--- src/ssr_pkg.sv ---
// package of constants for the status summary byte and its lower sum registers
// Functional notes
// - bit 6 summarises enabled other bits
// - query and serial poll return current byte
// - each bit masked; mask bit 6 ignored
// - enabled bit rising raises service request
// - mask write stored, query returns it
// - error queue entry sets bit 2, requests
// - bit 3 is questionable sum
// - bit 4 shows response data available
// - bit 5 is event status sum
// - bit 7 is operation sum
// - lower sum: OR of event AND enable
// - event read clears event and contribution
package ssr_pkg;
    localparam int SSR_BYTE_W = 8;
    localparam int SSR_SCPI_W = 16;
    localparam int SSR_ESR_W = 8;
    localparam int SSR_BIT_ERRQ = 2;
    localparam int SSR_BIT_QUES = 3;
    localparam int SSR_BIT_MAV = 4;
    localparam int SSR_BIT_ESB = 5;
    localparam int SSR_BIT_MSS = 6;
    localparam int SSR_BIT_OPER = 7;
    localparam logic [7:0] SSR_UNUSED_MASK = 8'h03;
    localparam logic [7:0] SSR_MSS_MASK = 8'h40;
    localparam logic [7:0] SSR_MASK_RESET = 8'h00;
    localparam logic [15:0] SSR_EVT_RESET = 16'h0000;
    localparam logic [15:0] SSR_EN_RESET = 16'h0000;
endpackage : ssr_pkg

`timescale 1ns/1ps

// =====================================================
// lower register: sticky events, enable, sum bit
module ssr_sum_reg #(
    parameter int WIDTH = 16
) (
    input wire logic i_clk_sys,                  // system clock
    input wire logic i_sys_rst,                  // sync reset, high
    input wire logic [WIDTH-1:0] i_evt_set,      // event set pulses
    input wire logic i_en_wr,                    // enable write strobe
    input wire logic [WIDTH-1:0] i_en_wdata,     // enable write value
    input wire logic i_evt_rd,                   // event read strobe
    output logic [WIDTH-1:0] o_evt_rd_data_q,    // event value captured by read
    output logic [WIDTH-1:0] o_en_q,             // enable part
    output logic o_sum_q                         // sum bit
);
    import ssr_pkg::*;

    initial begin
        if (WIDTH < 1 || WIDTH > SSR_SCPI_W) begin
            $error("ssr_sum_reg: WIDTH out of range");
        end
    end

    logic [WIDTH-1:0] evt_q;
    logic [WIDTH-1:0] evt_d;
    logic [WIDTH-1:0] en_d;
    logic [WIDTH-1:0] rd_d;
    logic sum_d;

    always_comb begin
        rd_d = o_evt_rd_data_q;
        evt_d = evt_q;
        en_d = o_en_q;
        if (i_evt_rd) begin
            rd_d = evt_q;
            evt_d = '0;
        end
        evt_d = evt_d | i_evt_set;               // set wins over read clear
        if (i_en_wr) begin
            en_d = i_en_wdata;
        end
        sum_d = |(evt_d & en_d);
    end

    always_ff @(posedge i_clk_sys) begin
        if (i_sys_rst) begin
            evt_q <= SSR_EVT_RESET[WIDTH-1:0];
            o_en_q <= SSR_EN_RESET[WIDTH-1:0];
            o_evt_rd_data_q <= '0;
            o_sum_q <= 1'b0;
        end else begin
            evt_q <= evt_d;
            o_en_q <= en_d;
            o_evt_rd_data_q <= rd_d;
            o_sum_q <= sum_d;
        end
    end
endmodule : ssr_sum_reg

--- src/ssr_status_byte.sv ---
// status summary byte, service request mask and request generation
`timescale 1ns/1ps

module ssr_status_byte (
    input wire logic i_clk_sys,                         // system clock, 200 MHz
    input wire logic i_sys_rst,                         // sync reset, high
    // error queue and output buffer
    input wire logic i_errq_push,                       // pulse: entry added to error queue
    input wire logic i_errq_not_empty,                  // level: error queue holds entries
    input wire logic i_msg_avail,                       // level: response data readable
    // questionable register
    input wire logic [ssr_pkg::SSR_SCPI_W-1:0] i_ques_evt_set,  // questionable event set pulses
    input wire logic i_ques_en_wr,                      // questionable enable write
    input wire logic i_ques_evt_rd,                     // questionable event read (clears)
    output logic [ssr_pkg::SSR_SCPI_W-1:0] o_ques_evt_q,        // questionable event read data
    output logic [ssr_pkg::SSR_SCPI_W-1:0] o_ques_en_q,         // questionable enable
    // operation register
    input wire logic [ssr_pkg::SSR_SCPI_W-1:0] i_oper_evt_set,  // operation event set pulses
    input wire logic i_oper_en_wr,                      // operation enable write
    input wire logic i_oper_evt_rd,                     // operation event read (clears)
    output logic [ssr_pkg::SSR_SCPI_W-1:0] o_oper_evt_q,        // operation event read data
    output logic [ssr_pkg::SSR_SCPI_W-1:0] o_oper_en_q,         // operation enable
    // event status register
    input wire logic [ssr_pkg::SSR_ESR_W-1:0] i_esr_evt_set,    // event status set pulses
    input wire logic i_esr_en_wr,                       // event status enable write
    input wire logic i_esr_evt_rd,                      // event status read (clears)
    output logic [ssr_pkg::SSR_ESR_W-1:0] o_esr_evt_q,          // event status read data
    output logic [ssr_pkg::SSR_ESR_W-1:0] o_esr_en_q,           // event status enable
    // shared enable write data, low bits used for the byte wide enable
    input wire logic [ssr_pkg::SSR_SCPI_W-1:0] i_en_wdata,      // enable write value
    // status byte and mask commands
    input wire logic i_stb_query,                       // pulse: status byte query
    input wire logic i_serial_poll,                     // pulse: serial poll
    input wire logic i_mask_wr,                         // pulse: mask write
    input wire logic [ssr_pkg::SSR_BYTE_W-1:0] i_mask_wdata,    // mask write value
    input wire logic i_mask_query,                      // pulse: mask query
    output logic [ssr_pkg::SSR_BYTE_W-1:0] o_resp_data_q,       // answer byte
    output logic o_resp_valid_q,                        // pulse: answer valid
    output logic [ssr_pkg::SSR_BYTE_W-1:0] o_mask_q,            // service request mask
    output logic o_mss_q,                               // master summary bit
    output logic o_srq_q                                // service request to controller
);
    import ssr_pkg::*;

    logic ques_sum;
    logic oper_sum;
    logic esb_sum;

    // =====================================================
    // lower registers
    ssr_sum_reg #(.WIDTH(SSR_SCPI_W)) u_ques (
        .i_clk_sys(i_clk_sys),
        .i_sys_rst(i_sys_rst),
        .i_evt_set(i_ques_evt_set),
        .i_en_wr(i_ques_en_wr),
        .i_en_wdata(i_en_wdata),
        .i_evt_rd(i_ques_evt_rd),
        .o_evt_rd_data_q(o_ques_evt_q),
        .o_en_q(o_ques_en_q),
        .o_sum_q(ques_sum)
    );

    ssr_sum_reg #(.WIDTH(SSR_SCPI_W)) u_oper (
        .i_clk_sys(i_clk_sys),
        .i_sys_rst(i_sys_rst),
        .i_evt_set(i_oper_evt_set),
        .i_en_wr(i_oper_en_wr),
        .i_en_wdata(i_en_wdata),
        .i_evt_rd(i_oper_evt_rd),
        .o_evt_rd_data_q(o_oper_evt_q),
        .o_en_q(o_oper_en_q),
        .o_sum_q(oper_sum)
    );

    ssr_sum_reg #(.WIDTH(SSR_ESR_W)) u_esr (
        .i_clk_sys(i_clk_sys),
        .i_sys_rst(i_sys_rst),
        .i_evt_set(i_esr_evt_set),
        .i_en_wr(i_esr_en_wr),
        .i_en_wdata(i_en_wdata[SSR_ESR_W-1:0]),
        .i_evt_rd(i_esr_evt_rd),
        .o_evt_rd_data_q(o_esr_evt_q),
        .o_en_q(o_esr_en_q),
        .o_sum_q(esb_sum)
    );

    // =====================================================
    // status byte and request state
    logic [7:0] stb_raw;
    logic [7:0] enabled;
    logic [7:0] enabled_q;
    logic [7:0] enabled_d;
    logic [7:0] mask_d;
    logic [7:0] resp_data_d;
    logic [7:0] stb_now;
    logic resp_valid_d;
    logic mss_d;
    logic srq_d;
    logic new_req;

    always_comb begin
        stb_raw = '0;
        stb_raw[SSR_BIT_ERRQ] = i_errq_not_empty;
        stb_raw[SSR_BIT_QUES] = ques_sum;
        stb_raw[SSR_BIT_MAV] = i_msg_avail;
        stb_raw[SSR_BIT_ESB] = esb_sum;
        stb_raw[SSR_BIT_OPER] = oper_sum;
        enabled = stb_raw & o_mask_q & ~SSR_MSS_MASK & ~SSR_UNUSED_MASK;
        enabled_d = enabled;
        mss_d = |enabled;
        stb_now = stb_raw;
        stb_now[SSR_BIT_MSS] = mss_d;                    // same cycle as the other bits
        // rising enabled bit, or any new error entry while enabled
        new_req = |(enabled & ~enabled_q)
            | (i_errq_push & o_mask_q[SSR_BIT_ERRQ]);
        srq_d = o_srq_q;
        if (i_serial_poll) begin
            srq_d = 1'b0;
        end
        if (!mss_d) begin
            srq_d = 1'b0;
        end
        if (new_req) begin
            srq_d = 1'b1;                                // set wins over poll clear
        end
        mask_d = o_mask_q;
        if (i_mask_wr) begin
            mask_d = i_mask_wdata;
        end
        resp_valid_d = 1'b0;
        resp_data_d = o_resp_data_q;
        if (i_stb_query || i_serial_poll) begin
            resp_valid_d = 1'b1;
            resp_data_d = stb_now;
        end else if (i_mask_query) begin
            resp_valid_d = 1'b1;
            resp_data_d = o_mask_q;
        end
    end

    always_ff @(posedge i_clk_sys) begin
        if (i_sys_rst) begin
            o_mask_q <= SSR_MASK_RESET;
            enabled_q <= '0;
            o_mss_q <= 1'b0;
            o_srq_q <= 1'b0;
            o_resp_data_q <= '0;
            o_resp_valid_q <= 1'b0;
        end else begin
            o_mask_q <= mask_d;
            enabled_q <= enabled_d;
            o_mss_q <= mss_d;
            o_srq_q <= srq_d;
            o_resp_data_q <= resp_data_d;
            o_resp_valid_q <= resp_valid_d;
        end
    end
endmodule : ssr_status_byte

--- config.mk ---
export PLATFORM = sky130hd
export DESIGN_NAME = ssr_status_byte
export DESIGN_NICKNAME = d
export VERILOG_FILES = /design/src/ssr_pkg.sv /design/src/ssr_status_byte.sv
export SDC_FILE = /design/constraint.sdc
export NUM_CORES = 1
export LEC_CHECK = 0
export BUFFER_PORTS_ARGS = -buffer_cell sky130_fd_sc_hd__buf_2
export CAP_MARGIN = 5
export CELL_PAD_IN_SITES_DETAIL_PLACEMENT = 0
export CELL_PAD_IN_SITES_GLOBAL_PLACEMENT = 1
export CORE_ASPECT_RATIO = 1.25
export CORE_MARGIN = 8
export CORE_UTILIZATION = 30
export DETAILED_ROUTE_END_ITERATION = 16
export HOLD_SLACK_MARGIN = 0.1
export MAX_ROUTING_LAYER = met4
export PLACE_DENSITY = 0.68
export SLEW_MARGIN = 20
export SYNTH_ARGS = -nofsm -noshare
export SYNTH_HDL_FRONTEND = slang
export SYNTH_SLANG_ARGS = --single-unit
--- constraint.sdc ---
create_clock -name i_clk_sys -period 1.07 [get_ports i_clk_sys]
set_input_delay 0.0535 -clock i_clk_sys [delete_from_list [all_inputs] [get_ports i_clk_sys]]
set_output_delay 0.0535 -clock i_clk_sys [all_outputs]
set_load 0.02 [all_outputs]
* Word-level counts from Yosys, hierarchy flattened
Cells that the tools add are included.
** Cells by class
- Eq/ne operators :: 1
- Multiplexer cells :: 13
- Bitwise logic cells :: 11
- Reductions and logical operators :: 8
** Operators with widths (count)
- two-way mux 16 bit :: 4
- AND 16 bit :: 2
- two-way mux 8 bit :: 4
- OR 16 bit :: 2
- OR reduction 16 bit :: 2
- AND 8 bit :: 3
- OR reduction 8 bit :: 2
- NOT 8 bit :: 1
- OR 8 bit :: 1
- two-way mux 1 bit :: 5
- OR reduction 5 bit :: 1
- inequality test 3 x 2 -> 1 bit (second input constant) :: 1
- nonzero test 2 bit :: 1
- OR reduction 2 bit :: 1
- AND 1 bit :: 1
- logical OR 1 bit :: 1
- OR 1 bit :: 1
** Word-level totals
- Register bits after elaboration :: 150
- Input bits :: 79
- Output and inout port bits :: 99
- Word-level logic and storage cells :: 53

* Longest topological paths before layout
Gate-level depths: netlist of the first run.
- Depth in word-level cells :: 5
- Depth in mapped cells :: 7
- Depth with buffers taken out :: 5

* Hierarchy
A second synthesis of the first run with hierarchy kept.
** Second synthesis, totals
- Cells, all modules :: 508
- Area, all modules :: 5191.2 µm²
** By module, submodules not included
- ssr_sum_reg at u_oper ... :: instances 2, cells each 167, area an instance 1716.6 µm², seq. area each 980.9 µm²
- ssr_status_byte :: instances 1, cells each 89, area an instance 885.8 µm², seq. area each 480.5 µm²
- ssr_sum_reg at u_esr :: instances 1, cells each 85, area an instance 872.1 µm², seq. area each 500.5 µm²

* Least setup slack after synthesis of the first run
No wires, ideal clock.
- Kind :: register -> register
- From :: register o_mask_q[7] (netlist bit)
- To :: register o_srq_q
- Setup time :: 0.092 ns
- Arrival time :: 1.177 ns
- Required time :: 0.978 ns
- Setup slack :: -0.199 ns
- Cell stages (with the launch flop) :: 5
- Path buffers :: 0
- Clock period less this slack :: 1.269 ns
- Cell sequence :: dfxtp_1 nand2_1 and3_1 a31o_2 o32ai_1
** Between the ends
- Longest elaborated chain between the ends :: 5
- Elaborated cells on any way between the ends :: 8
- Classes of those cells :: eq/ne: 1; mux: 2; bitwise: 3; reduce/logical: 2
** RTL lines
- from (decl) :: line ssr_status_byte.sv:39 : output logic [ssr_pkg::SSR_BYTE_W-1:0] o_mask_q,
- from (signal assigned) :: line ssr_status_byte.sv:150 : o_mask_q <= mask_d;
- AND 8 bit (*) :: line ssr_status_byte.sv:108 : enabled = stb_raw & o_mask_q & ~SSR_MSS_MASK & ~SSR_UNUSED_MASK;
- AND 8 bit :: line ssr_status_byte.sv:114 : new_req = |(enabled & ~enabled_q)
- OR reduction 8 bit :: line ssr_status_byte.sv:114
- OR 1 bit :: line ssr_status_byte.sv:115 : | (i_errq_push & o_mask_q[SSR_BIT_ERRQ]);
- inequality test 3 x 2 -> 1 bit (no line) / two-way mux 1 bit (equally long branches)
- to (signal assigned) :: line ssr_status_byte.sv:153 : o_srq_q <= srq_d;
- to (decl) :: line ssr_status_byte.sv:41 : output logic o_srq_q
Mark *: on every way between the ends. The rest lies on a longest branch, timed or not.
A chain may end at the register's enable or synchronous reset.

* Worst setup path in the final report of the first run
- From :: register u_ques.evt_q[13]
- To :: register u_ques.o_sum_q
** Between the ends
- Longest elaborated chain between the ends :: 4
** RTL lines
- from (decl) :: line ssr_pkg.sv:57 : logic [WIDTH-1:0] evt_q;
- from (signal assigned) :: line ssr_pkg.sv:80 : evt_q <= SSR_EVT_RESET[WIDTH-1:0];
- from (signal assigned) :: line ssr_pkg.sv:85 : evt_q <= evt_d;
- two-way mux 16 bit :: line ssr_pkg.sv:67 : if (i_evt_rd) begin
- OR 16 bit :: line ssr_pkg.sv:71 : evt_d = evt_d | i_evt_set;
- AND 16 bit :: line ssr_pkg.sv:75 : sum_d = |(evt_d & en_d);
- OR reduction 16 bit :: line ssr_pkg.sv:75
- to (signal assigned) :: line ssr_pkg.sv:88 : o_sum_q <= sum_d;
- to (decl) :: line ssr_pkg.sv:47 : output logic o_sum_q
Every way passes these cells.

==> results of run 1 <==
## power groups by stage
stage	clock, uW	sequential (uW)	combinational (uW)
after CTS	6890	6000	2290
final	6740	6030	2420
after detailed placement	0	6090	1870
after global routing	7120	6070	2600
after floorplan	0	6320	758
after global placement	0	6080	1850
## how the worst max path moves through the flow
stage | startpoint | end | depth (start not counted)
floorplan | o_mask_q[3]$_SDFFE_PP0P_ | o_srq_q$_SDFFE_PP0P_ | 4
global placement | i_ques_en_wr | u_ques.o_sum_q$_SDFF_PP0_ | 6
detailed placement | i_ques_en_wr | u_ques.o_sum_q$_SDFF_PP0_ | 6
CTS | u_ques.o_en_q[10]$_SDFF_PP0_ | u_ques.o_sum_q$_SDFF_PP0_ | 5
global route | u_ques.o_en_q[8]$_SDFF_PP0_ | u_ques.o_sum_q$_SDFF_PP0_ | 5
finish | u_ques.evt_q[13]$_SDFF_PP0_ | u_ques.o_sum_q$_SDFF_PP0_ | 4
## sequential cells by signal (all words and copies together) (netlist names), 8 cells and up
register and flops:
u_oper.o_evt_rd_data_q 16, u_ques.o_evt_rd_data_q 16, u_ques.o_en_q 16, u_ques.evt_q 16, o_resp_data_q 8, u_oper.evt_q 16
u_oper.o_en_q 16, o_mask_q 8, u_esr.o_evt_rd_data_q 8, u_esr.evt_q 8, u_esr.o_en_q 8
## layer usage
metal / vias to the layer above / routed length (um)
li1: 2368 / -
met4: 0 / 215
met5: - / 0
met2: 128 / 8990
met3: 15 / 837
met1: 2275 / 7614
## critical path, cell delays in order, from the launching register on
cell	delay [ns]
dfxtp_1	0.32
a21oi_2	0.21
o22ai_2	0.13
nor4_4	0.35
a21oi_2	0.09
## kinds of logic after synthesis
logic type             after synthesis  share of synthesized area
muxes                               96                     0.1850
and+or+nand+nor                    157                     0.1171
buffers and inverters               36                    0.04624
AOI/OAI and AO/OA                   73                    0.08526
DFF                                147                     0.5665
## cell type report
cell class,count,area (um^2)
clock buffers,19,442.9
clock inverters,13,230.2
fillers,1552,8333
inverters,5,28.78
multi-input cells,326,2401
flip-flops and latches,147,3014
well taps,224,280.3
repair buffers,325,2499
## cells in the final DEF, fill, tap and decap left out, types with 2 or more instances in the layout
master | synthesis | layout
clkbuf_16 | 0 | 17
mux2i_4 | 0 | 7
a21oi_2 | 5 | 31
clkinv_2 | 0 | 2
bufinv_16 | 0 | 6
a211oi_1 | 5 | 5
inv_4 | 1 | 2
buf_12 | 2 | 4
nor2_1 | 144 | 144
dfxtp_4 | 0 | 6
dlygate4sd3_1 | 0 | 38
mux2i_2 | 0 | 17
a21oi_1 | 37 | 11
dfxtp_1 | 147 | 102
nand2_2 | 0 | 3
inv_1 | 3 | 3
o22ai_2 | 1 | 9
nand2_4 | 0 | 2
dfxtp_2 | 0 | 39
mux2i_1 | 96 | 72
o22ai_1 | 22 | 14
clkinv_4 | 0 | 3
nor4_2 | 0 | 4
buf_2 | 11 | 138
buf_4 | 1 | 76
buf_6 | 6 | 69
## metrics by stage
stage | std cells | setup WS (ns)
final | 1059 | -0.1501
after global routing | 1059 | -0.2249
after CTS | 1056 | -0.1858
after detailed placement | 965 | -0.4553
after global placement | 965 | -0.4582
after floorplan | 509 | -0.04812
## timing repair
action / CTS / global route
endpoints found under the hold margin: 97 / 39
setup endpoints to repair: 41 / 29
hold buffers: 37 / 1
pin swaps: 15 / 14
gates resized for setup: 149 / 69
setup buffers: 23 / 9
==> out/metrics.yaml, run 1 <==
final_util: 0.5163
coreArea_mm2: 0.01723
min_from: "i_ques_evt_set[11]"
final_max_slew_viol_count: 0
internal-power_uw: 11490
synth.avg_cell_area_um2: 10.21
post-dp-hpwl_mm: 12.80
holdWs_ns: -0.1350
clockRootBuffer: "clkbuf_16"
slew_headroom: 0.7525
max_slew.worst_pin.slew_ns: 0.3708
outcome: "finished, violations left"
routed_wl_mm: 17.66
clkSinkCount: 147
num_rows: 54
use_met3: 0.04308
r2r_cells: 4
drive_gt1_frac: 0.5305
synthesis.area_mm2: 0.005195
swShare: 0.2437
pwr-share-clk: 0.444
clk_pin_slew_ns: 0.06
initial_core_util: 0.3015
placed_area_mm2: 0.006903
met2_usage: 0.2873
antenna_found_initial: 0
rsz0062_at_grt: "true"
fin_crit_sh: 1.140
synth_area_leader_cell: "dfxtp_1"
violations: "hold timing, setup timing"
min_period_ns: 1.220
clk_latency_ns: 0.41
cellPowerDensity_mw_per_mm2: 1707
min_to: "u_ques.evt_q[11]$_SDFF_PP0_"
drt_first_pass_iters: 4
switchingPower_uw: 3701
power_leakage_uw: 0.004156
setup_ws_ns: -0.1501
area_growth_pct: 71.24
ys_types: 24
drt_iter0_markers: 207
synthTopCellsByArea: "dfxtp_1 57%, mux2i_1 18%, nor2_1 10%"
die_x_um: 133.7
synth_top_area_share: 0.5665
p_comb_frac: 0.159
num_vias: 4786
startpoint_type: "register"
synth_common_cells: "147 x dfxtp_1, 144 x nor2_1, 96 x mux2i_1"
power_uw: 15190
worstPathRequired_ns: 1.37
io_pins: 178
critical_path_class: "register to register"
grt.total_usage: 0.1665
fin_area_mm2: 0.008896
cap_violations: 0
h-tree-depth: 4
yosysSeqAreaShare: 0.5665
hold_viol_final: 21
ys_seq_elements: 147
grt_max_degree: 76
synth_edf_count: 0
synthFlopType: "dfxtp_1"
nNetsFinal: 901
insertedDiodeCount: 0
reg2reg_slack_ns: -0.15
finalSetupViolCount: 4
reg2reg_from: "u_ques.evt_q[13]$_SDFF_PP0_"
drc: 0
timing.rr.end: "u_ques.o_sum_q$_SDFF_PP0_"
io_buffer_count: 177
grt_pass1_vias: 5379
grt-ovfl-total: 0
p_seq_frac: 0.397
syn-num-nets: 588
crit_arrival_ns: 1.52
gp_congestion: 0.8029
synthArstFlopShare: 0
met1_usage: 0.1835
grt_busiest_layer: "met2"
max-clock-path-buffers: 2
yosysMostFrequentCell: "dfxtp_1"
ir_drop_mv: 0.9568
die_y_um: 163.1
cts_tree: "done"
route.antenna.remaining_nets: 0
fmax_ghz: 0.8196
grt_first_pass_wirelength_mm: 27.94
viasPerCell: 4.519
post_drt_wl_per_cell_um: 16.67
fin_setup_tns_ns: -0.2990
end_kind: "register"
holdPathStages: 3
cp_max_fo: 2
die_area_mm2: 0.02181
ys.warnings.count: 0
hp-class: "primary input to register"
cts_made_buffers: 17
skew_ns: 0.005540
syn_inst: 509
Note: power is estimated with default switching activity, not from simulation.
==> inputs of run 2 (changes only) <==
--- a/config.mk
+++ b/config.mk
@@ -14,2 +14,3 @@
 export CORE_UTILIZATION = 30
+export CTS_BUF_LIST = sky130_fd_sc_hd__clkbuf_2 sky130_fd_sc_hd__clkbuf_4 sky130_fd_sc_hd__clkbuf_8
 export DETAILED_ROUTE_END_ITERATION = 16
--- a/constraint.sdc
+++ b/constraint.sdc
@@ -3,2 +3,2 @@
 set_output_delay 0.0535 -clock i_clk_sys [all_outputs]
-set_load 0.02 [all_outputs]
+set_load 0.01 [all_outputs]
==> run 2 against run 1 <==
Effect of this change: the flow still finishes with violations (hold timing, setup timing); count of clock-buffer cells in the layout rose by 1; hold slack lost 0.024 ns; final cell count grew 1.6%; sequential share of layout area up 0.64 points; via count grew 1.2%; largest cell class unchanged.
==> out/metrics.yaml, run 2 (synthesis results as in run 1) <==
fin_crit_sh: 1.165  # +0.02504
cts_hold_buf: 58  # +57%
cts_made_buffers: 17  # unchanged
skew_ns: 0.01019  # +0.004649 ns
power_leakage_uw: 0.004108  # -1.2%
met2WireLength_mm: 9.042  # +0.58%
h-tree-depth: 4  # unchanged
grt_max_degree: 71  # -6.6%
die_y_um: 163.1  # unchanged
num_vias: 4842  # +1.2%
fmax_ghz: 0.8020  # -2.1%
holdWs_ns: -0.1586  # -0.02367 ns
grt_pass1_vias: 5317  # -1.2%
final_cell_mix: "144 x nor2_1, 137 x buf_2, 99 x dfxtp_1"
cp_max_fo: 2  # unchanged
io_buffer_count: 177  # unchanged
startpoint_type: "primary input"
post_drt_wl_per_cell_um: 16.53  # -0.83%
place_inst: 977  # +1.2%
cap_violations: 0  # unchanged
min_period_ns: 1.247  # +0.02679 ns
worstPathRequired_ns: 1.39  # +0.02 ns
slowest_stage: "dlygate4sd3_1"
max_slew.worst_pin.slew_ns: 0.3671  # -0.003760 ns
clockRootBuffer: "clkbuf_8"
crit_arrival_ns: 1.57  # +0.05 ns
highest_layer: "met4"
stdcell_count: 1076  # +1.6%
clk_pin_slew_ns: 0.08  # +0.02 ns
slew_headroom: 0.7547  # +0.002162
wl_met3_um: 851  # +1.7%
viasPerCell: 4.500  # -0.43%
cellPowerDensity_mw_per_mm2: 1520  # -11%
critical_path_class: "primary input to register"
finalSetupViolCount: 7  # +3
drc: 0  # unchanged
min_from: "i_ques_evt_set[7]"
end_kind: "register"
routed_wl_mm: 17.79  # +0.76%
cts_tree: "done"
io_pins: 178  # unchanged
clkSinkCount: 147  # unchanged
drive_gt1_frac: 0.4935  # -0.03700
final_common_cell: "nor2_1"
timing.rr.end: "u_ques.o_sum_q$_SDFF_PP0_"
grt-ovfl-total: 0  # unchanged
setup_ws_ns: -0.1769  # -0.02679 ns
cp_cell_sequence: "buf_2 -> dlygate4sd3_1 -> mux2i_2 -> o22ai_1 -> nor4_1 -> buf_4 -> a21oi_2"
num_rows: 54  # unchanged
initial_core_util: 0.3015  # unchanged
violations: "hold timing, setup timing"
met1_length_mm: 7.687  # +0.96%
final_max_slew_viol_count: 0  # unchanged
antenna_found_initial: 1  # +1
max-clock-path-buffers: 2  # unchanged
reg2reg_slack_ns: -0.17  # -0.02 ns
grt_first_pass_wirelength_mm: 27.86  # -0.27%
route.antenna.remaining_nets: 0  # unchanged
coreArea_mm2: 0.01723  # unchanged
holdPathStages: 3  # unchanged
ir_drop_mv: 0.9255  # -3.3%
area_growth_pct: 67.73
worstSetupStartpoint: "i_en_wdata[14]"
hold_viol_final: 17  # -19%
r2r_cells: 4  # unchanged
placed_area_mm2: 0.006964  # +0.89%
outcome: "finished, violations left"
die_area_mm2: 0.02181  # unchanged
drt_first_pass_iters: 4  # unchanged
rsz0062_at_grt: "true"
post-dp-hpwl_mm: 12.79  # about the same
fin_area_mm2: 0.008713  # -2.1%
grt.total_usage: 0.1667  # about the same
reg2reg_from: "u_ques.evt_q[5]$_SDFF_PP0_"
drt_iter0_markers: 191  # -7.7%
hp-class: "primary input to register"
die_x_um: 133.7  # unchanged
nNetsFinal: 917  # +1.8%
slowest_delay_ns: 0.61  # +0.26 ns
clk_latency_ns: 0.44  # +0.03 ns
min_to: "u_ques.evt_q[7]$_SDFF_PP0_"
gp_congestion: 0.8131  # +1.3%
==> run 2: changes by cell type in the layout (fill, tap and decap cells not counted), moves of 5 or more <==
cell and delta:
clkbuf_16 -17, clkbuf_8 +17, dlygate4sd3_1 +16, mux2i_1 +9, buf_4 -7, buf_6 +7
dfxtp_2 +7, o22ai_1 +7, o22ai_2 -7, a21oi_2 -6, mux2i_4 -5
==> run 2: worst max-delay path: cells and delay by family <==
kind	cells	cell delay, ns
AO/OA/AOI/OAI	2	0.15
buffers and inverters	3	0.87
multiplexers	1	0.20
AND/OR/NAND/NOR	1	0.30
==> run 2: area by class of cell <==
type	instances	area, um^2
clock buffers	20	262.8
clock inverters	12	202.7
multi-input cells	326	2225
diodes	1	2.502
fillers	1604	8516
well taps	224	280.3
flip-flops and latches	147	3008
inverters	5	32.53
repair buffers	341	2700
==> run 2: routing by layer <==
metal	global-route usage	vias up
li1	-	2396
met1	0.1851	2287
met2	0.2847	144
met3	0.04523	15
met4	0.05422	0
met5	-	-
==> run 2: worst max-delay path by stage <==
stage / endpoint / slack, ns
2_1_floorplan: o_srq_q$_SDFFE_PP0P_ / -0.02
3_3_place_gp: u_ques.o_sum_q$_SDFF_PP0_ / -0.41
3_5_place_dp: u_ques.o_sum_q$_SDFF_PP0_ / -0.40
4_1_cts: u_ques.o_sum_q$_SDFF_PP0_ / -0.20
5_1_grt: u_ques.o_sum_q$_SDFF_PP0_ / -0.26
6_report: u_ques.o_sum_q$_SDFF_PP0_ / -0.18
==> run 2: where the power goes <==
| part | internal (uW) | switching (uW) |
|---|---|---|
| Clock | 2900 | 2120 |
| Combinational | 1210 | 985 |
| Sequential | 5810 | 218 |
| Total | 9920 | 3320 |
==> run 2: what timing repair did <==
item	CTS	global route
pin swaps	0	11
hold endpoints to repair	110	40
cloned	0	0
gates resized for setup	129	47
setup endpoints to repair	45	44
setup buffers	11	12
==> run 2: through the flow <==
step / worst slack (ns) / power [uW] / setup TNS [ns] / util
after floorplan: -0.01990 / 6914 / -0.02329 / -
after global placement: -0.4079 / 7800 / -0.7208 / 0.4042
after detailed placement: -0.4022 / 7831 / -0.8302 / 0.4042
after CTS: -0.2031 / 13290 / -1.289 / 0.4947
after global routing: -0.2597 / 13840 / -2.280 / 0.5057
final: -0.1769 / 13240 / -0.5858 / 0.5057
==> inputs of run 3 (changes only) <==
SYNTH_HIERARCHICAL = 1   (was unset)
==> run 3 against run 2 <==
Effect of this change: the flow still finishes with violations (hold timing, setup timing); via count rose by 0.23%; global-route usage shrank 0.60 points; non-clock buffer count fell by 3; flip-flop and latch count unchanged; final area shrank 1.1%; count of clock-buffer cells in the layout stayed put; area after synthesis hardly changed; register-to-register slack better by 0.08 ns; critical path type unchanged.
==> out/metrics.yaml, run 3 <==
final_common_cell: "buf_2"
worstPathRequired_ns: 1.40  # about the same
cap_violations: 0  # unchanged
max_slew.worst_pin.slew_ns: 0.3772  # +0.01017 ns
drt_first_pass_iters: 4  # unchanged
violations: "hold timing, setup timing"
ys_seq_elements: 147  # unchanged
fillerInstances: 1571  # -2.1%
fin_area_mm2: 0.008613  # -1.1%
outcome: "finished, violations left"
clkSinkCount: 147  # unchanged
post_drt_wl_per_cell_um: 16.14  # -2.4%
post-dp-hpwl_mm: 12.75  # -0.28%
final_cell_mix: "145 x buf_2, 139 x nor2_1, 102 x dfxtp_1"
cellPowerDensity_mw_per_mm2: 1472  # -3.1%
grt-ovfl-total: 0  # unchanged
internal-power_uw: 9417  # -5.1%
synthesis.area_mm2: 0.005191  # about the same
min_from: "i_en_wdata[0]"
antenna_found_initial: 0  # -1
yosysSeqAreaShare: 0.5669  # about the same
nNetsFinal: 915  # -0.22%
hold_viol_final: 1  # -16
timing.rr.end: "o_srq_q$_SDFFE_PP0P_"
synthArstFlopShare: 0  # unchanged
io_pins: 178  # unchanged
route.antenna.remaining_nets: 0  # unchanged
insertedDiodeCount: 0  # -1
die_y_um: 163.1  # about the same
power_uw: 12680  # -4.2%
syn-num-nets: 587  # -0.17%
clk_latency_ns: 0.44  # about the same
routed_wl_mm: 17.32  # -2.7%
cp_max_fo: 8  # +6
ir_drop_mv: 0.8204  # -11%
slew_headroom: 0.7485  # -0.006160
pwr-share-clk: 0.354  # -0.025
fin_crit_sh: 1.138  # -0.02762
ys_types: 29  # +21%
rsz0062_at_grt: "true"
cts_tree: "done"
startpoint_type: "primary input"
fmax_ghz: 0.8215  # +2.4%
fin_setup_tns_ns: -0.5663  # +0.01952 ns
synth.avg_cell_area_um2: 10.22  # +0.12%
num_vias: 4853  # +0.23%
setup_ws_ns: -0.1473  # +0.02956 ns
area_growth_pct: 65.92
synth_area_leader_cell: "dfxtp_1"
num_rows: 54  # unchanged
r2r_cells: 4  # unchanged
coreArea_mm2: 0.01723  # unchanged
end_kind: "register"
synth_edf_count: 0  # unchanged
grt_first_pass_wirelength_mm: 26.68  # -4.3%
initial_core_util: 0.3013  # about the same
ys.warnings.count: 6  # +6
crit_arrival_ns: 1.55  # -0.02 ns
viasPerCell: 4.523  # +0.51%
grt_max_degree: 60  # -15%
h-tree-depth: 4  # unchanged
die_area_mm2: 0.02180  # about the same
reg2reg_from: "o_mask_q[2]$_SDFFE_PP0P_"
max-clock-path-buffers: 2  # unchanged
p_comb_frac: 0.170  # +0.004
synth_common_cells: "147 x dfxtp_1, 140 x nor2_1, 96 x mux2i_1"
grt_pass1_vias: 5181  # -2.6%
die_x_um: 133.7  # about the same
holdPathStages: 3  # unchanged
finalSetupViolCount: 7  # unchanged
reg2reg_slack_ns: -0.09  # +0.08 ns
hp-class: "primary input to register"
drc: 0  # unchanged
synth_top_area_share: 0.5669  # about the same
placed_area_mm2: 0.006807  # -2.3%
clk_pin_slew_ns: 0.08  # about the same
drt_iter0_markers: 248  # +30%
final_max_slew_viol_count: 0  # unchanged
holdWs_ns: -0.006464  # +0.1522 ns
swShare: 0.2574  # +0.006554
min_to: "u_esr/o_en_q[0]$_SDFF_PP0_"
critical_path_class: "primary input to register"
syn_inst: 508  # -0.20%
power_leakage_uw: 0.004049  # -1.4%
drive_gt1_frac: 0.4711  # -0.02239
clockRootBuffer: "clkbuf_8"
skew_ns: 0.01200  # +0.001810 ns
yosysMostFrequentCell: "dfxtp_1"
grt.total_usage: 0.1607  # -0.006016
p_seq_frac: 0.476  # +0.021
gp_congestion: 0.8142  # +0.14%
cts_made_buffers: 17  # unchanged
switchingPower_uw: 3264  # -1.7%
io_buffer_count: 177  # unchanged
min_period_ns: 1.217  # -0.02956 ns
synthFlopType: "dfxtp_1"
synthTopCellsByArea: "dfxtp_1 57%, mux2i_1 19%, nor2_1 10%"
[run 3: changes by cell type in the layout (fill, tap and decap cells not counted), moves of 4 or more]
| cell | change |
|---|---|
| buf_4 | -8 |
| a21oi_2 | +4 |
| dlygate4sd3_1 | +14 |
| buf_2 | +8 |
| buf_6 | -18 |
| nor2_1 | -5 |
| mux2i_4 | +4 |
[run 3: kinds of logic (layout without fill, tap and decap cells)]
kind of cell / count (synthesis) / count (layout) / share of synthesized area
and+or+nand+nor: 157 / 157 / 0.1183
muxes: 96 / 96 / 0.1851
AOI/OAI and AO/OA: 75 / 75 / 0.08629
DFF: 147 / 147 / 0.5669
buffers and inverters: 33 / 374 / 0.04338
[run 3: worst max-delay path, cell delays in order]
cell           delay, ns
buf_2               0.07
dlygate4sd3_1       0.57
inv_2               0.13
a21oi_2             0.20
o22ai_1             0.12
o41a_1              0.40
[run 3: worst max-delay path by stage]
stage,startpoint,end,slack (ns),cells past startpoint
final,i_esr_evt_rd,u_esr/o_sum_q$_SDFF_PP0_,-0.15,6
after global routing,o_mask_q[2]$_SDFFE_PP0P_,o_srq_q$_SDFFE_PP0P_,-0.20,4
after CTS,u_oper/o_en_q[9]$_SDFF_PP0_,u_oper/o_sum_q$_SDFF_PP0_,-0.07,4
after detailed placement,i_oper_en_wr,u_oper/o_sum_q$_SDFF_PP0_,-0.20,6
after global placement,i_oper_en_wr,u_oper/o_sum_q$_SDFF_PP0_,-0.14,6
after floorplan,u_esr/o_en_q[2]$_SDFF_PP0_,u_esr/o_sum_q$_SDFF_PP0_,-0.008,3
[run 3: layout make-up]
class                   count  area (um^2)  area share
repair buffers            338         2623      0.3045
inverters                   4        20.02    0.002324
clock inverters            12        155.1     0.01801
multi-input cells         328         2273      0.2639
flip-flops and latches    147         2999      0.3482
well taps                 224        280.3     0.03254
clock buffers              20        262.8     0.03051
[run 3: power by group through the flow]
stage	clock network [uW]	logic, uW	registers, uW
after detailed placement	0	1670	6090
after global placement	0	1650	6080
after CTS	4630	2040	6010
after global routing	4890	2330	6070
after floorplan	0	738	6160
final	4490	2160	6030
[run 3: what timing repair did]
item / CTS / global route
resized for setup: 103 / 56
pin swaps: 10 / 15
hold buffers: 67 / 4
cloned: 0 / 0
hold endpoints to repair: 104 / 20
setup buffers: 14 / 9
setup endpoints to repair: 35 / 43
[run 3: stage by stage]
stage	util	worst slack, ns	instances
final	0.4999	-0.1473	1073
after global routing	0.4999	-0.2006	1073
after CTS	0.4827	-0.07161	1064
after detailed placement	0.3951	-0.1959	959
after global placement	0.3951	-0.1436	959
after floorplan	-	-0.008163	508
[run 3: routing by layer]
layer	global-route usage	up-vias	wire length, um
met5	-	-	0
met4	0.06598	0	378
met3	0.04031	26	754
met2	0.2783	113	8998
met1	0.1722	2312	7185
li1	-	2402	-
